<file path="src/battery_protection_pkg.sv">
package battery_protection_pkg;

    // ****************************************
    // Bus and register map
    // ****************************************
    localparam int             DATA_W        = 32;
    localparam int             ADDR_W        = 8;
    localparam logic [7:0]     CTRL_ADDR     = 8'h00;
    localparam logic [7:0]     FLAGS_ADDR    = 8'h04;
    localparam logic [7:0]     INT_STS_ADDR  = 8'h08;
    localparam logic [7:0]     INT_MASK_ADDR = 8'h0c;
    localparam logic [7:0]     LEVEL_BASE    = 8'h10;
    localparam logic [7:0]     DELAY_BASE    = 8'h30;
    localparam logic [7:0]     ADDR_LAST     = 8'h3c;
    localparam logic [1:0]     RESP_OKAY     = 2'h0;
    localparam logic [1:0]     RESP_SLVERR   = 2'h2;

    // ****************************************
    // Channels and flag positions
    // ****************************************
    localparam int             CH_OV         = 0;
    localparam int             CH_UV         = 1;
    localparam int             CH_OTC        = 2;
    localparam int             CH_OTD        = 3;
    localparam int             N_CH          = 4;
    localparam int             FLAG_ISD      = 4;
    localparam int             FLAG_TDD      = 5;
    localparam int             N_FLAGS       = 6;
    localparam int             LEVEL_W       = 16;
    localparam int             DELAY_W       = 16;
    localparam logic [5:0]     ALERT_SOURCES = 6'h3c;

    // ****************************************
    // Reset values, channel 3 first
    // ****************************************
    localparam logic [3:0][15:0] THR_RST = {16'hffff, 16'hffff, 16'h0000, 16'hffff};
    localparam logic [3:0][15:0] REC_RST = {16'h0000, 16'h0000, 16'hffff, 16'h0000};
    localparam logic [3:0][15:0] DLY_RST = {16'h0000, 16'h0000, 16'h0001, 16'h0001};
    localparam logic [5:0]     MASK_RST      = 6'h00;

    // ****************************************
    // Timing: delays count in 1 ms ticks
    // ****************************************
    localparam int             CLK_PERIOD_NS = 20;
    localparam int             TICK_NS       = 1000000;
    localparam int             TICK_CYCLES   = TICK_NS / CLK_PERIOD_NS;

    typedef struct packed {
        logic [15:0] voltage;
        logic [15:0] temperature;
    } meas_t;

    typedef struct packed {
        logic battery_trip_point_enable;
        logic host_interrupt_enable;
        logic overtemp_opens_switch;
    } ctrl_t;

endpackage

</file>
<file path="src/battery_protection.sv">
`timescale 1ns/1ns
// Summary of operation
// - Voltage held at or above the overvoltage threshold for the overvoltage delay opens the charge switch and sets the overvoltage flag, both undone once voltage is at or below the overvoltage recovery level.
// - Voltage held at or below the undervoltage threshold for the undervoltage delay opens the discharge switch and sets the undervoltage flag, both undone once voltage is at or above the undervoltage recovery level.
// - Temperature held at or above the charge overtemperature limit for the charge overtemperature time sets the charge overtemperature flag, cleared at or below its recovery level.
// - With overtemp_opens_switch set, charge overtemperature also opens the charge switch until recovery; otherwise only the flag is set.
// - A charge overtemperature time of zero disables that check entirely.
// - Charge overtemperature can raise the host alert pin.
// - Charge and discharge overtemperature, internal short and tab disconnect reach the alert pin only with host interrupt enable set and battery trip point enable clear.
// - Each safety event opens its switch, sets its flag, or both, as its protection defines.
// - Discharge overtemperature sets its flag after its time, opens the discharge switch when overtemp_opens_switch is set, and a time of zero disables it.
module battery_protection #(
    parameter int TICK_CYCLES = battery_protection_pkg::TICK_CYCLES
) (
    // Clock and reset
    input  wire logic                          ref_clk_i,
    input  wire logic                          rst_i,
    // AXI4-Lite write channels
    input  wire logic [7:0]                    s_axi_awaddr_i,
    input  wire logic                          s_axi_awvalid_i,
    output logic                               s_axi_awready_o,
    input  wire logic [31:0]                   s_axi_wdata_i,
    input  wire logic [3:0]                    s_axi_wstrb_i,
    input  wire logic                          s_axi_wvalid_i,
    output logic                               s_axi_wready_o,
    output logic [1:0]                         s_axi_bresp_o,
    output logic                               s_axi_bvalid_o,
    input  wire logic                          s_axi_bready_i,
    // AXI4-Lite read channels
    input  wire logic [7:0]                    s_axi_araddr_i,
    input  wire logic                          s_axi_arvalid_i,
    output logic                               s_axi_arready_o,
    output logic [31:0]                        s_axi_rdata_o,
    output logic [1:0]                         s_axi_rresp_o,
    output logic                               s_axi_rvalid_o,
    input  wire logic                          s_axi_rready_i,
    // Measurements and detector results
    input  wire battery_protection_pkg::meas_t meas_i,
    input  wire logic                          internal_short_detect_i,
    input  wire logic                          tab_disconnect_detect_i,
    // Switches, flags and interrupts
    output logic                               charge_switch_o,
    output logic                               discharge_switch_o,
    output logic [5:0]                         safety_flag_word_o,
    output logic                               irq_o,
    output logic                               host_alert_pin_o
);

    initial begin
        if (TICK_CYCLES < 1) begin
            $error("TICK_CYCLES must be at least 1");
        end
    end

    // ****************************************
    // Register storage
    // ****************************************
    battery_protection_pkg::ctrl_t ctrl;
    logic [3:0][15:0]              thr;
    logic [3:0][15:0]              rec;
    logic [3:0][15:0]              dly;
    logic [5:0]                    int_sts;
    logic [5:0]                    int_mask;
    logic [5:0]                    flags;
    logic [5:0]                    flags_prev;

    // ****************************************
    // AXI4-Lite slave
    // ****************************************
    logic        aw_held;
    logic        w_held;
    logic [7:0]  aw_addr;
    logic [31:0] w_data;
    logic [3:0]  w_strb;
    logic        wr_do;
    logic        wr_hit;
    logic [5:0]  sts_clr;

    assign s_axi_awready_o = !aw_held && !s_axi_bvalid_o;
    assign s_axi_wready_o  = !w_held && !s_axi_bvalid_o;
    assign s_axi_arready_o = !s_axi_rvalid_o;
    assign wr_do           = aw_held && w_held && !s_axi_bvalid_o;

    function automatic logic [31:0] merge(input logic [31:0] old_v,
                                          input logic [31:0] new_v,
                                          input logic [3:0]  strb);
        logic [31:0] res;
        res = old_v;
        for (int b = 0; b < 4; b++) begin
            if (strb[b]) begin
                res[8*b +: 8] = new_v[8*b +: 8];
            end
        end
        return res;
    endfunction

    function automatic logic addr_ok(input logic [7:0] a);
        return (a[1:0] == 2'h0) && (a <= battery_protection_pkg::ADDR_LAST);
    endfunction

    assign wr_hit = addr_ok(aw_addr);

    always_ff @(posedge ref_clk_i) begin
        if (rst_i) begin
            aw_held <= 1'b0;
            w_held  <= 1'b0;
            aw_addr <= 8'h00;
            w_data  <= 32'h0000_0000;
            w_strb  <= 4'h0;
        end else begin
            if (s_axi_awvalid_i && s_axi_awready_o) begin
                aw_held <= 1'b1;
                aw_addr <= s_axi_awaddr_i;
            end else if (wr_do) begin
                aw_held <= 1'b0;
            end
            if (s_axi_wvalid_i && s_axi_wready_o) begin
                w_held <= 1'b1;
                w_data <= s_axi_wdata_i;
                w_strb <= s_axi_wstrb_i;
            end else if (wr_do) begin
                w_held <= 1'b0;
            end
        end
    end

    always_ff @(posedge ref_clk_i) begin
        if (rst_i) begin
            s_axi_bvalid_o <= 1'b0;
            s_axi_bresp_o  <= battery_protection_pkg::RESP_OKAY;
        end else if (wr_do) begin
            s_axi_bvalid_o <= 1'b1;
            s_axi_bresp_o  <= wr_hit ? battery_protection_pkg::RESP_OKAY
                                     : battery_protection_pkg::RESP_SLVERR;
        end else if (s_axi_bready_i) begin
            s_axi_bvalid_o <= 1'b0;
        end
    end

    // Register writes; read-only flag word ignores writes
    always_ff @(posedge ref_clk_i) begin
        if (rst_i) begin
            ctrl     <= '0;
            thr      <= battery_protection_pkg::THR_RST;
            rec      <= battery_protection_pkg::REC_RST;
            dly      <= battery_protection_pkg::DLY_RST;
            int_mask <= battery_protection_pkg::MASK_RST;
        end else if (wr_do && wr_hit) begin
            if (aw_addr == battery_protection_pkg::CTRL_ADDR) begin
                ctrl <= 3'(merge(32'(ctrl), w_data, w_strb));
            end
            if (aw_addr == battery_protection_pkg::INT_MASK_ADDR) begin
                int_mask <= 6'(merge(32'(int_mask), w_data, w_strb));
            end
            for (int k = 0; k < battery_protection_pkg::N_CH; k++) begin
                if (aw_addr == 8'(battery_protection_pkg::LEVEL_BASE + 8 * k)) begin
                    thr[k] <= 16'(merge(32'(thr[k]), w_data, w_strb));
                end
                if (aw_addr == 8'(battery_protection_pkg::LEVEL_BASE + 8 * k + 4)) begin
                    rec[k] <= 16'(merge(32'(rec[k]), w_data, w_strb));
                end
                if (aw_addr == 8'(battery_protection_pkg::DELAY_BASE + 4 * k)) begin
                    dly[k] <= 16'(merge(32'(dly[k]), w_data, w_strb));
                end
            end
        end
    end

    assign sts_clr = (wr_do && aw_addr == battery_protection_pkg::INT_STS_ADDR)
                     ? (6'(w_data) & {6{w_strb[0]}}) : 6'h00;

    // Read data path
    function automatic logic [31:0] rd_mux(input logic [7:0] a);
        logic [31:0] v;
        v = 32'h0000_0000;
        if (a == battery_protection_pkg::CTRL_ADDR) begin
            v = 32'(ctrl);
        end
        if (a == battery_protection_pkg::FLAGS_ADDR) begin
            v = 32'(flags);
        end
        if (a == battery_protection_pkg::INT_STS_ADDR) begin
            v = 32'(int_sts);
        end
        if (a == battery_protection_pkg::INT_MASK_ADDR) begin
            v = 32'(int_mask);
        end
        for (int k = 0; k < battery_protection_pkg::N_CH; k++) begin
            if (a == 8'(battery_protection_pkg::LEVEL_BASE + 8 * k)) begin
                v = 32'(thr[k]);
            end
            if (a == 8'(battery_protection_pkg::LEVEL_BASE + 8 * k + 4)) begin
                v = 32'(rec[k]);
            end
            if (a == 8'(battery_protection_pkg::DELAY_BASE + 4 * k)) begin
                v = 32'(dly[k]);
            end
        end
        return v;
    endfunction

    always_ff @(posedge ref_clk_i) begin
        if (rst_i) begin
            s_axi_rvalid_o <= 1'b0;
            s_axi_rdata_o  <= 32'h0000_0000;
            s_axi_rresp_o  <= battery_protection_pkg::RESP_OKAY;
        end else if (s_axi_arvalid_i && s_axi_arready_o) begin
            s_axi_rvalid_o <= 1'b1;
            s_axi_rdata_o  <= rd_mux(s_axi_araddr_i);
            s_axi_rresp_o  <= addr_ok(s_axi_araddr_i) ? battery_protection_pkg::RESP_OKAY
                                                      : battery_protection_pkg::RESP_SLVERR;
        end else if (s_axi_rready_i) begin
            s_axi_rvalid_o <= 1'b0;
        end
    end

    // ****************************************
    // Millisecond tick
    // ****************************************
    logic [31:0] tick_cnt;
    logic        tick;

    always_ff @(posedge ref_clk_i) begin
        if (rst_i) begin
            tick_cnt <= 32'h0000_0000;
            tick     <= 1'b0;
        end else if (tick_cnt == 32'(TICK_CYCLES - 1)) begin
            tick_cnt <= 32'h0000_0000;
            tick     <= 1'b1;
        end else begin
            tick_cnt <= tick_cnt + 32'h0000_0001;
            tick     <= 1'b0;
        end
    end

    // ****************************************
    // Threshold comparisons
    // ****************************************
    logic [3:0] trip;
    logic [3:0] recov;
    logic [3:0] ch_en;
    logic [3:0] ch_flag;

    always_comb begin
        trip[battery_protection_pkg::CH_OV]   = meas_i.voltage >= thr[battery_protection_pkg::CH_OV];
        recov[battery_protection_pkg::CH_OV]  = meas_i.voltage <= rec[battery_protection_pkg::CH_OV];
        trip[battery_protection_pkg::CH_UV]   = meas_i.voltage <= thr[battery_protection_pkg::CH_UV];
        recov[battery_protection_pkg::CH_UV]  = meas_i.voltage >= rec[battery_protection_pkg::CH_UV];
        trip[battery_protection_pkg::CH_OTC]  = meas_i.temperature >= thr[battery_protection_pkg::CH_OTC];
        recov[battery_protection_pkg::CH_OTC] = meas_i.temperature <= rec[battery_protection_pkg::CH_OTC];
        trip[battery_protection_pkg::CH_OTD]  = meas_i.temperature >= thr[battery_protection_pkg::CH_OTD];
        recov[battery_protection_pkg::CH_OTD] = meas_i.temperature <= rec[battery_protection_pkg::CH_OTD];
        // Voltage checks always run; temperature checks stop at zero time
        ch_en[battery_protection_pkg::CH_OV]  = 1'b1;
        ch_en[battery_protection_pkg::CH_UV]  = 1'b1;
        ch_en[battery_protection_pkg::CH_OTC] = dly[battery_protection_pkg::CH_OTC] != 16'h0000;
        ch_en[battery_protection_pkg::CH_OTD] = dly[battery_protection_pkg::CH_OTD] != 16'h0000;
    end

    // ****************************************
    // Persistence timers and fault flags
    // ****************************************
    for (genvar k = 0; k < battery_protection_pkg::N_CH; k++) begin : g_ch
        logic [15:0] cnt;

        always_ff @(posedge ref_clk_i) begin
            if (rst_i || !ch_en[k]) begin
                cnt        <= 16'h0000;
                ch_flag[k] <= 1'b0;
            end else if (ch_flag[k]) begin
                cnt <= 16'h0000;
                if (recov[k]) begin
                    ch_flag[k] <= 1'b0;
                end
            end else if (!trip[k]) begin
                cnt <= 16'h0000;
            end else if (tick) begin
                if (cnt + 16'h0001 >= dly[k]) begin
                    ch_flag[k] <= 1'b1;
                    cnt        <= 16'h0000;
                end else begin
                    cnt <= cnt + 16'h0001;
                end
            end
        end
    end

    assign flags = {tab_disconnect_detect_i, internal_short_detect_i, ch_flag};

    // ****************************************
    // Switches and flag word
    // ****************************************
    always_ff @(posedge ref_clk_i) begin
        if (rst_i) begin
            charge_switch_o    <= 1'b1;
            discharge_switch_o <= 1'b1;
            safety_flag_word_o <= 6'h00;
        end else begin
            charge_switch_o    <= !(ch_flag[battery_protection_pkg::CH_OV] ||
                                    (ch_flag[battery_protection_pkg::CH_OTC] &&
                                     ctrl.overtemp_opens_switch));
            discharge_switch_o <= !(ch_flag[battery_protection_pkg::CH_UV] ||
                                    (ch_flag[battery_protection_pkg::CH_OTD] &&
                                     ctrl.overtemp_opens_switch));
            safety_flag_word_o <= flags;
        end
    end

    // ****************************************
    // Interrupt status, mask and alert pin
    // ****************************************
    always_ff @(posedge ref_clk_i) begin
        if (rst_i) begin
            flags_prev       <= 6'h00;
            int_sts          <= 6'h00;
            irq_o            <= 1'b0;
            host_alert_pin_o <= 1'b0;
        end else begin
            flags_prev <= flags;
            // New events win over a clear in the same cycle
            int_sts    <= (int_sts & ~sts_clr) | (flags & ~flags_prev);
            irq_o      <= |(int_sts & int_mask);
            host_alert_pin_o <= ctrl.host_interrupt_enable &&
                                !ctrl.battery_trip_point_enable &&
                                |(int_sts & int_mask &
                                  battery_protection_pkg::ALERT_SOURCES);
        end
    end

endmodule

</file>
<file path="config.mk">
export PLATFORM = sky130hd
export DESIGN_NAME = battery_protection
export DESIGN_NICKNAME = d
export VERILOG_FILES = /design/src/battery_protection_pkg.sv /design/src/battery_protection.sv
export SDC_FILE = /design/constraint.sdc
export NUM_CORES = 1
export LEC_CHECK = 0
export BUFFER_PORTS_ARGS = -buffer_cell sky130_fd_sc_hd__buf_2
export CORE_MARGIN = 2
export CORE_UTILIZATION = 58
export CTS_CLUSTER_DIAMETER = 60
export DETAILED_ROUTE_END_ITERATION = 12
export GPL_TIMING_DRIVEN = 0
export PLACE_DENSITY_LB_ADDON = 0.25
export SKIP_LAST_GASP = 1
export SLEW_MARGIN = 20
export SYNTH_ARGS = -nofsm -noshare
export SYNTH_HDL_FRONTEND = slang
export SYNTH_SLANG_ARGS = --single-unit
</file>
<file path="constraint.sdc">
create_clock -name ref_clk_i -period 8.2 [get_ports ref_clk_i]
set_clock_uncertainty 0.1 [all_clocks]
set_input_delay 1.23 -clock ref_clk_i [delete_from_list [all_inputs] [get_ports ref_clk_i]]
set_output_delay 1.23 -clock ref_clk_i [all_outputs]
set_load 0.005 [all_outputs]
</file>
* After elaboration in Yosys (flattened, before gate mapping)
Index checks and enable logic that the tools add are counted.
Word-level totals: input bits 93, bits in registers 384, output and inout port bits 51
Cells by class: reductions and logical operators 71, add/subtract/negate cells 5, muxes and demuxes 51, $lt $le $gt $ge 14, bitwise logic cells 11, equality and inequality tests 30
Operators with widths (count):
- 2-to-1 mux 32 bit | 15
- == test 8 x 6 -> 1 bit (second input constant) | 16
- greater-or-equal comparator 16 bit | 8
- AND reduction 3 bit | 26
- adder 16 x 1 -> 16 bit (second input constant) | 4
- == test 8 x 5 -> 1 bit (second input constant) | 8
- <= comparator 16 bit | 4
- 2-to-1 mux 16 bit | 4
- adder 32 x 1 -> 32 bit (second input constant) | 1
- == test 32 x 16 -> 1 bit (second input constant) | 1
- == test 8 x 4 -> 1 bit (second input constant) | 4
- nonzero test 16 bit | 2
- 2-to-1 mux 1 bit | 28
- bitwise AND 6 bit | 4
- <= comparator 8 x 6 -> 1 bit (second input constant) | 2
- logical NOT 8 bit | 2
- logical AND 1 bit | 15
- inverter 6 bit | 2
- OR reduction 3 bit | 4
- logical NOT 1 bit | 9
- == test 8 x 3 -> 1 bit (second input constant) | 1
- nonzero test 2 bit | 4
- 2-to-1 mux 6 bit | 1
- OR 6 bit | 1
- 8 further kinds | 16

* Logic depth before layout (Yosys ltp)
Gate-level depths: netlist of run 1.
word-level depth 17, depth in mapped cells 17, depth with buffers taken out 14

* Worst setup path before layout of run 1
Ideal clock, no wire load.
path type flip-flop to flip-flop, from reg g_ch[2].cnt[0], to reg g_ch[2].cnt[10], cell stages (with the launch flop) 18, required time 8036 ps, arrival time 3420 ps, path buffers 3, setup time 64 ps, setup slack 4616 ps, path through dfxtp_1 -> ha_1 -> and3_1 -> and3_1 -> clkbuf_1 -> nand3_1 -> nor2_1 -> xor2_1 -> ha_1 -> a21o_1 -> a211o_1 -> a2111oi_0 -> o311a_1 -> nor4_1 -> nand2b_1 -> clkbuf_1 -> buf_2 -> nor2_1
On the way: word-level cells in the longest chain between the ends 3
RTL lines:
- start: declaration | line battery_protection.sv:264 | logic [15:0] cnt;
- start signal: assignment | line battery_protection.sv:282 | cnt <= cnt + 16'h0001;
- adder 16 x 1 -> 16 bit * | line battery_protection.sv:278, battery_protection.sv:282
- greater-or-equal comparator 16 bit | line battery_protection.sv:278 | if (cnt + 16'h0001 >= dly[k]) begin
- 2-to-1 mux 16 bit * | line battery_protection.sv:278
Every way passes the cells marked *; elsewhere a longest branch is shown, timed or not. A chain may end at the register's enable or synchronous reset.

* Final worst setup path of run 1
from reg g_ch[0].cnt[0], to reg g_ch[0].cnt[8]
On the way: word-level cells in the longest chain between the ends 3
RTL lines (line):
- start: declaration | battery_protection.sv:264
- start signal: assignment | battery_protection.sv:282
- adder 16 x 1 -> 16 bit * | battery_protection.sv:278, battery_protection.sv:282
- greater-or-equal comparator 16 bit | battery_protection.sv:278
- 2-to-1 mux 16 bit * | battery_protection.sv:278
Marked as above.

==> impl_metrics.env, run 1 <==
export IMPL_critPathCapture="g_ch[0].cnt[8]"
export IMPL_antenna_found_initial=1
export IMPL_cts_clk_slew_worst_paths_ns=0.06
export IMPL_num_rows=70
export IMPL_die_width_um=196
export IMPL_worst_path_buf_inv=2
export IMPL_vias=21200
export IMPL_vdd_ir_drop_max_mv=0.192
export IMPL_drive_gt1_frac=0.0942
export IMPL_slew_violations=0
export IMPL_grt_pass1_wl_um=121000
export IMPL_cts_made_buffers=44
export IMPL_r2r_end="g_ch[0].cnt[8]"
export IMPL_n_antenna_cell=0
export IMPL_hp_start="dly[21]"
export IMPL_ios=144
export IMPL_cp_depth=16
export IMPL_core_area_mm2=0.0365
export IMPL_rsz0062_at_grt="no"
export IMPL_grt_usage=0.420
export IMPL_tns_ns=0
export IMPL_period_share=0.513
export IMPL_cap_violations=0
export IMPL_finalWirelength_um=81400
export IMPL_slowest_delay_ns=0.58
export IMPL_status="completed"
export IMPL_critical_path_startpoint="g_ch[0].cnt[0]"
export IMPL_cp_end_kind="flip-flop"
export IMPL_place_congestion=1.08
export IMPL_synthCells=2679
export IMPL_whs_path_depth=2
export IMPL_cts_max_path_buffers=3
export IMPL_synth_edf_count=0
export IMPL_cts_hold_buffers=0
export IMPL_cts_root_buf="clkbuf_16"
export IMPL_hold_viol=0
export IMPL_worstReg2RegStart="g_ch[0].cnt[0]"
export IMPL_area_delta_synth_final_pct=12.8
export IMPL_wl_per_cell_um=24.3
export IMPL_synth_area_leaders="dfxtp_1 34%, ha_1 12%, nand2_1 6.6%"
export IMPL_postSynth_asyncResetShare=0
export IMPL_overflow=0
export IMPL_worstPathArrival_ns=4.61
export IMPL_cts_resized=0
export IMPL_antenna_left=0
export IMPL_crit_chain="ha_1 -> nand3_1 -> nor2_1 -> and3_1 -> clkbuf_1 -> nand3_1 -> xnor2_1 -> ha_1 -> o21ai_0 -> nor2_1 -> a2111oi_0 -> o211ai_1 -> nand2_1 -> buf_2 -> o21ai_0 -> a21oi_1"
export IMPL_yosysSeqAreaShare=0.342
export IMPL_worst_pin_slew_ns=1.18
export IMPL_worstPathRequired_ns=8.61
export IMPL_final_cell_mix="376 x nand2_1, 366 x dfxtp_1, 250 x nor2_1"
export IMPL_yosysUniqueCellTypes=80
export IMPL_synthFlopType="dfxtp_1"
export IMPL_clock_sinks=366
export IMPL_fin_nets=3136
export IMPL_drc=0
export IMPL_syn_cell_area_mm2=0.0214
export IMPL_layout_commonest_cell="nand2_1"
export IMPL_portBuffers=103
export IMPL_crit_type="flip-flop to flip-flop"
export IMPL_dp_hpwl_um=63400
export IMPL_viasPerCell=6.33
export IMPL_avgSynthCellArea_um2=7.99
export IMPL_htree_levels=2
export IMPL_min_period_ns=4.21
export IMPL_cp_start_kind="flip-flop"
export IMPL_synth_top_area_share=0.342
export IMPL_hold_class="flip-flop to flip-flop"
export IMPL_maxSlewHeadroom=0.210
export IMPL_grt_max_degree=14
export IMPL_setup_violations=0
export IMPL_slowest_stage="a2111oi_0"
export IMPL_post_cts_buffers=0
export IMPL_ys_warn_count=0
export IMPL_path_max_fanout=10
export IMPL_cts_tree="built"
export IMPL_clk_insertion_delay_late_ns=0.59
export IMPL_cpLargestDelayFamily="compound AO/OA/AOI/OAI gates"
export IMPL_reg2reg_depth=16
export IMPL_ys_ff_latch=366
export IMPL_die_area_mm2=0.0385
export IMPL_p_leak_nw=9.57
export IMPL_power_density_mw_per_mm2=177
export IMPL_yosysTopAreaCell="dfxtp_1"
export IMPL_first_global_vias=20000
export IMPL_rrSetupSlack_ns=3.99
export IMPL_total_power_mw=4.28
export IMPL_die_h_um=196
export IMPL_first_pass_iters=6
export IMPL_first_iter_violations=2533
export IMPL_fmax_mhz=238
export IMPL_initial_utilization=0.586
==> flip-flops by register name (all words and copies together), names as in the netlist, 2 cells and up <==
register and count:
ch_flag 4, rec 64, int_mask 6, g_ch.cnt 64, ctrl 3, tick_cnt 32, aw_addr 8, thr 64
s_axi_rdata_o 16, w_strb 2, dly 64, w_data 16, int_sts 6, flags_prev 6
==> per-stage QoR <==
step	hold WS, ns	util	instance area (um2)	worst slack (ns)	instances
2_1_floorplan	0.322	-	21500	4.62	2696
3_3_place_gp	0.340	0.618	22600	3.83	3267
3_5_place_dp	0.346	0.619	22600	3.93	3268
4_1_cts	0.353	0.662	24200	4.04	3346
5_1_grt	0.371	0.662	24200	3.52	3346
6_report	0.351	0.662	24200	3.99	3346
==> final cells by class <==
cell class | instances | area [um2]
Inverter | 200 | 751
Fill cell | 3131 | 12400
Clock buffer | 60 | 1270
Buffer | 149 | 664
Timing Repair Buffer | 104 | 520
Tap cell | 468 | 586
Multi-Input combinational cell | 1981 | 12700
Clock inverter | 18 | 302
Sequential cell | 366 | 7330
==> worst min path at each step <==
stage,slack [ns],to
floorplan,0.32,host_alert_pin_o
global placement,0.34,dly[7]
detailed placement,0.35,dly[7]
CTS,0.35,dly[21]
global route,0.37,thr[19]
finish,0.35,dly[21]
==> worst reg2reg max path: cells and delay by family, from the launching register on <==
kind | cells | cell delay [ns]
AO/OA/AOI/OAI | 5 | 1.29
XOR/XNOR | 1 | 0.17
adder cells (fa/ha/maj) | 2 | 0.58
buffers and inverters | 2 | 0.55
flip-flops | 1 | 0.44
AND/OR/NAND/NOR | 6 | 1.00
==> synth_stat cells (5+ instances only) <==
master and number:
xor2_1 63, nand3b_1 7, clkbuf_1 99, nand2_1 376, buf_2 24, o2111ai_1 6, inv_1 198, nand4_1 32
and3_1 26, buf_1 6, nor4_1 23, a22oi_1 16, o21ai_0 122, a21o_1 24, mux2i_1 100, nor2b_1 32
nand2b_1 22, nand3_1 93, a31oi_1 16, a21oi_1 195, and2_1 9, ha_1 197, nor3_1 26, o22ai_1 31
buf_4 20, a211oi_1 18, o221ai_1 5, xnor2_1 49, nor4b_1 5, a2111oi_0 12, nor2_4 11, or2_2 5
a221oi_1 6, o21a_1 12, a222oi_1 10, or3_1 7, dfxtp_1 366, nor2_1 250, o211ai_1 76, a311oi_1 8
a22o_1 6, nor2_2 7
==> metal layers <==
layer	up-vias	track usage	wire [um]
li1	9651	-	-
met1	10000	0.541	32400
met2	1263	0.649	35200
met3	258	0.0825	8270
met4	0	0.261	5590
met5	-	0	0
==> power by group <==
group | total [mW] | switching, mW | internal, mW
clock | 2.13 | 0.817 | 1.31
combinational | 0.338 | 0.239 | 0.0988
sequential | 1.82 | 0.0217 | 1.80
==> cell families (layout without fill, tap and decap cells) <==
logic type	Yosys count	after routing	share of synthesized area
AOI/OAI and AO/OA	589	589	0.172
xor gates and xnor gates	112	112	0.0458
adders and majority gates	197	197	0.115
buffers and inverters	349	531	0.0661
DFF	366	366	0.342
muxes	101	101	0.0478
other	1	18	0.000175
and+or+nand+nor	964	964	0.211
Power figures use the tool's default switching activity.
==> run 2: changes to the inputs <==
clock period = 4 ns   (was 8.2 ns; I/O delays follow)
==> run 2 against run 1 <==
Via count fell by 0.19%. Design area up 0.22%. Combinational power grew 100%. Clock power is 110% higher. Maximum frequency grew 12%. Highest routed layer unchanged.
==> impl_metrics.env, run 2 (synthesis gave the netlist of run 1 again) <==
export IMPL_status="completed"
export IMPL_portBuffers=103
export IMPL_cts_clk_slew_worst_paths_ns=0.06
export IMPL_clock_sinks=366
export IMPL_placed_area_mm2=0.0226
export IMPL_period_share=0.943
export IMPL_first_iter_violations=2545
export IMPL_grt_pass1_wl_um=121000
export IMPL_path_max_fanout=10
export IMPL_tns_ns=0
export IMPL_worstPathRequired_ns=4.42
export IMPL_worst_pin_slew_ns=1.16
export IMPL_first_pass_iters=7
export IMPL_overflow=0
export IMPL_hold_viol=0
export IMPL_initial_utilization=0.586
export IMPL_die_area_mm2=0.0385
export IMPL_ios=144
export IMPL_grt_max_degree=14
export IMPL_grt_usage=0.421
export IMPL_p_leak_nw=9.60
export IMPL_cap_violations=0
export IMPL_drc=0
export IMPL_antenna_found_initial=1
export IMPL_place_congestion=1.08
export IMPL_antenna_left=0
export IMPL_hold_class="input pin to flip-flop"
export IMPL_cts_hold_buffers=0
export IMPL_total_power_mw=8.79
export IMPL_dp_hpwl_um=63400
export IMPL_vdd_ir_drop_max_mv=0.395
export IMPL_setup_violations=0
export IMPL_vias=21100
export IMPL_crit_type="flip-flop to flip-flop"
export IMPL_fin_nets=3132
export IMPL_area_delta_synth_final_pct=13.1
export IMPL_final_cell_mix="376 x nand2_1, 365 x dfxtp_1, 246 x nor2_1"
export IMPL_htree_levels=2
export IMPL_cts_made_buffers=44
export IMPL_first_global_vias=20100
export IMPL_cp_start_kind="flip-flop"
export IMPL_die_h_um=196
export IMPL_core_area_mm2=0.0365
export IMPL_die_width_um=196
export IMPL_cts_root_buf="clkbuf_16"
export IMPL_num_rows=70
export IMPL_worstPathArrival_ns=4.19
export IMPL_maxSlewHeadroom=0.226
export IMPL_min_period_ns=3.77
export IMPL_layout_commonest_cell="nand2_1"
export IMPL_wl_per_cell_um=24.4
export IMPL_viasPerCell=6.33
export IMPL_drive_gt1_frac=0.100
export IMPL_cts_tree="built"
export IMPL_fmax_mhz=265
export IMPL_slew_violations=0
export IMPL_cts_max_path_buffers=3
export IMPL_final_cell_area_mm2=0.0242
export IMPL_cp_end_kind="flip-flop"
export IMPL_clk_insertion_delay_late_ns=0.59
export IMPL_finalWirelength_um=81600
export IMPL_power_density_mw_per_mm2=363
-- run 2: cell count changes in the layout (fill, tap and decap cells not counted), sizes merged --
cell and change:
clkbuf -4, diode +1
-- run 2: where the power goes --
group | switching, mW | internal, mW | total, mW
combinational | 0.489 | 0.202 | 0.692
sequential | 0.0446 | 3.68 | 3.73
clock | 1.68 | 2.69 | 4.37
total | 2.21 | 6.58 | 8.79
-- run 2: what timing repair did --
| action | 4_1_cts | 5_1_grt |
|---|---|---|
| setup buffers | 0 | 1 |
| endpoints found under the setup margin | 33 | 58 |
| gates resized for setup | 5 | 19 |
| hold endpoints to repair | 0 | 0 |
| pin swaps | 0 | 1 |
-- run 2: layer usage --
| metal | global-route usage | vias to the layer above | part of all wire | wire (um) |
|---|---|---|---|---|
| li1 | - | 9641 | - | - |
| met1 | 0.542 | 10000 | 0.40 | 32400 |
| met2 | 0.651 | 1196 | 0.43 | 35200 |
| met3 | 0.0820 | 274 | 0.10 | 8300 |
| met4 | 0.261 | 0 | 0.070 | 5750 |
| met5 | 0 | - | 0 | 0 |
-- run 2: critical path, cell delays in order (launching register included) --
cell and delay, ns:
dfxtp_1 0.39, ha_1 0.23, and3_1 0.22, and3_2 0.25, nand3_2 0.13, nor2_2 0.14
xor2_1 0.18, ha_1 0.27, a21o_1 0.18, a211o_1 0.30, a2111oi_1 0.37, o311a_1 0.24
nor4_1 0.07, nand2b_2 0.28, buf_4 0.23, nor2_1 0.11
-- run 2: area by class of cell --
| type | count | area, um2 |
|---|---|---|
| clock inverters | 18 | 302 |
| clock buffers | 60 | 1270 |
| plain buffers | 144 | 653 |
| repair buffers | 105 | 528 |
| fillers | 3123 | 12300 |
| well taps | 468 | 586 |
| multi-input cells | 1981 | 12800 |
| inverters | 200 | 751 |
| diodes | 1 | 2.50 |
| flip-flops and latches | 366 | 7330 |
-- run 2: final timing paths --
path                startpoint               to  slack (ns)  depth (start not counted)
max             g_ch[2].cnt[1]  g_ch[2].cnt[13]        0.23                         15
min          s_axi_awaddr_i[4]       aw_addr[4]        0.15                          3
max reg2reg     g_ch[2].cnt[1]  g_ch[2].cnt[13]        0.23                         15
min reg2reg            dly[21]          dly[21]        0.35                          2
-- run 2: per-stage QoR --
stage          setup slack [ns]  utilization  cells  hold WS [ns]
2_1_floorplan             0.416            -   2696         0.322
4_1_cts                0.000326        0.662   3344         0.140
5_1_grt                 -0.0247        0.663   3342         0.156
6_report                  0.230        0.663   3343         0.152
3_3_place_gp            -0.0884        0.618   3267         0.340
3_5_place_dp             -0.154        0.619   3268         0.346
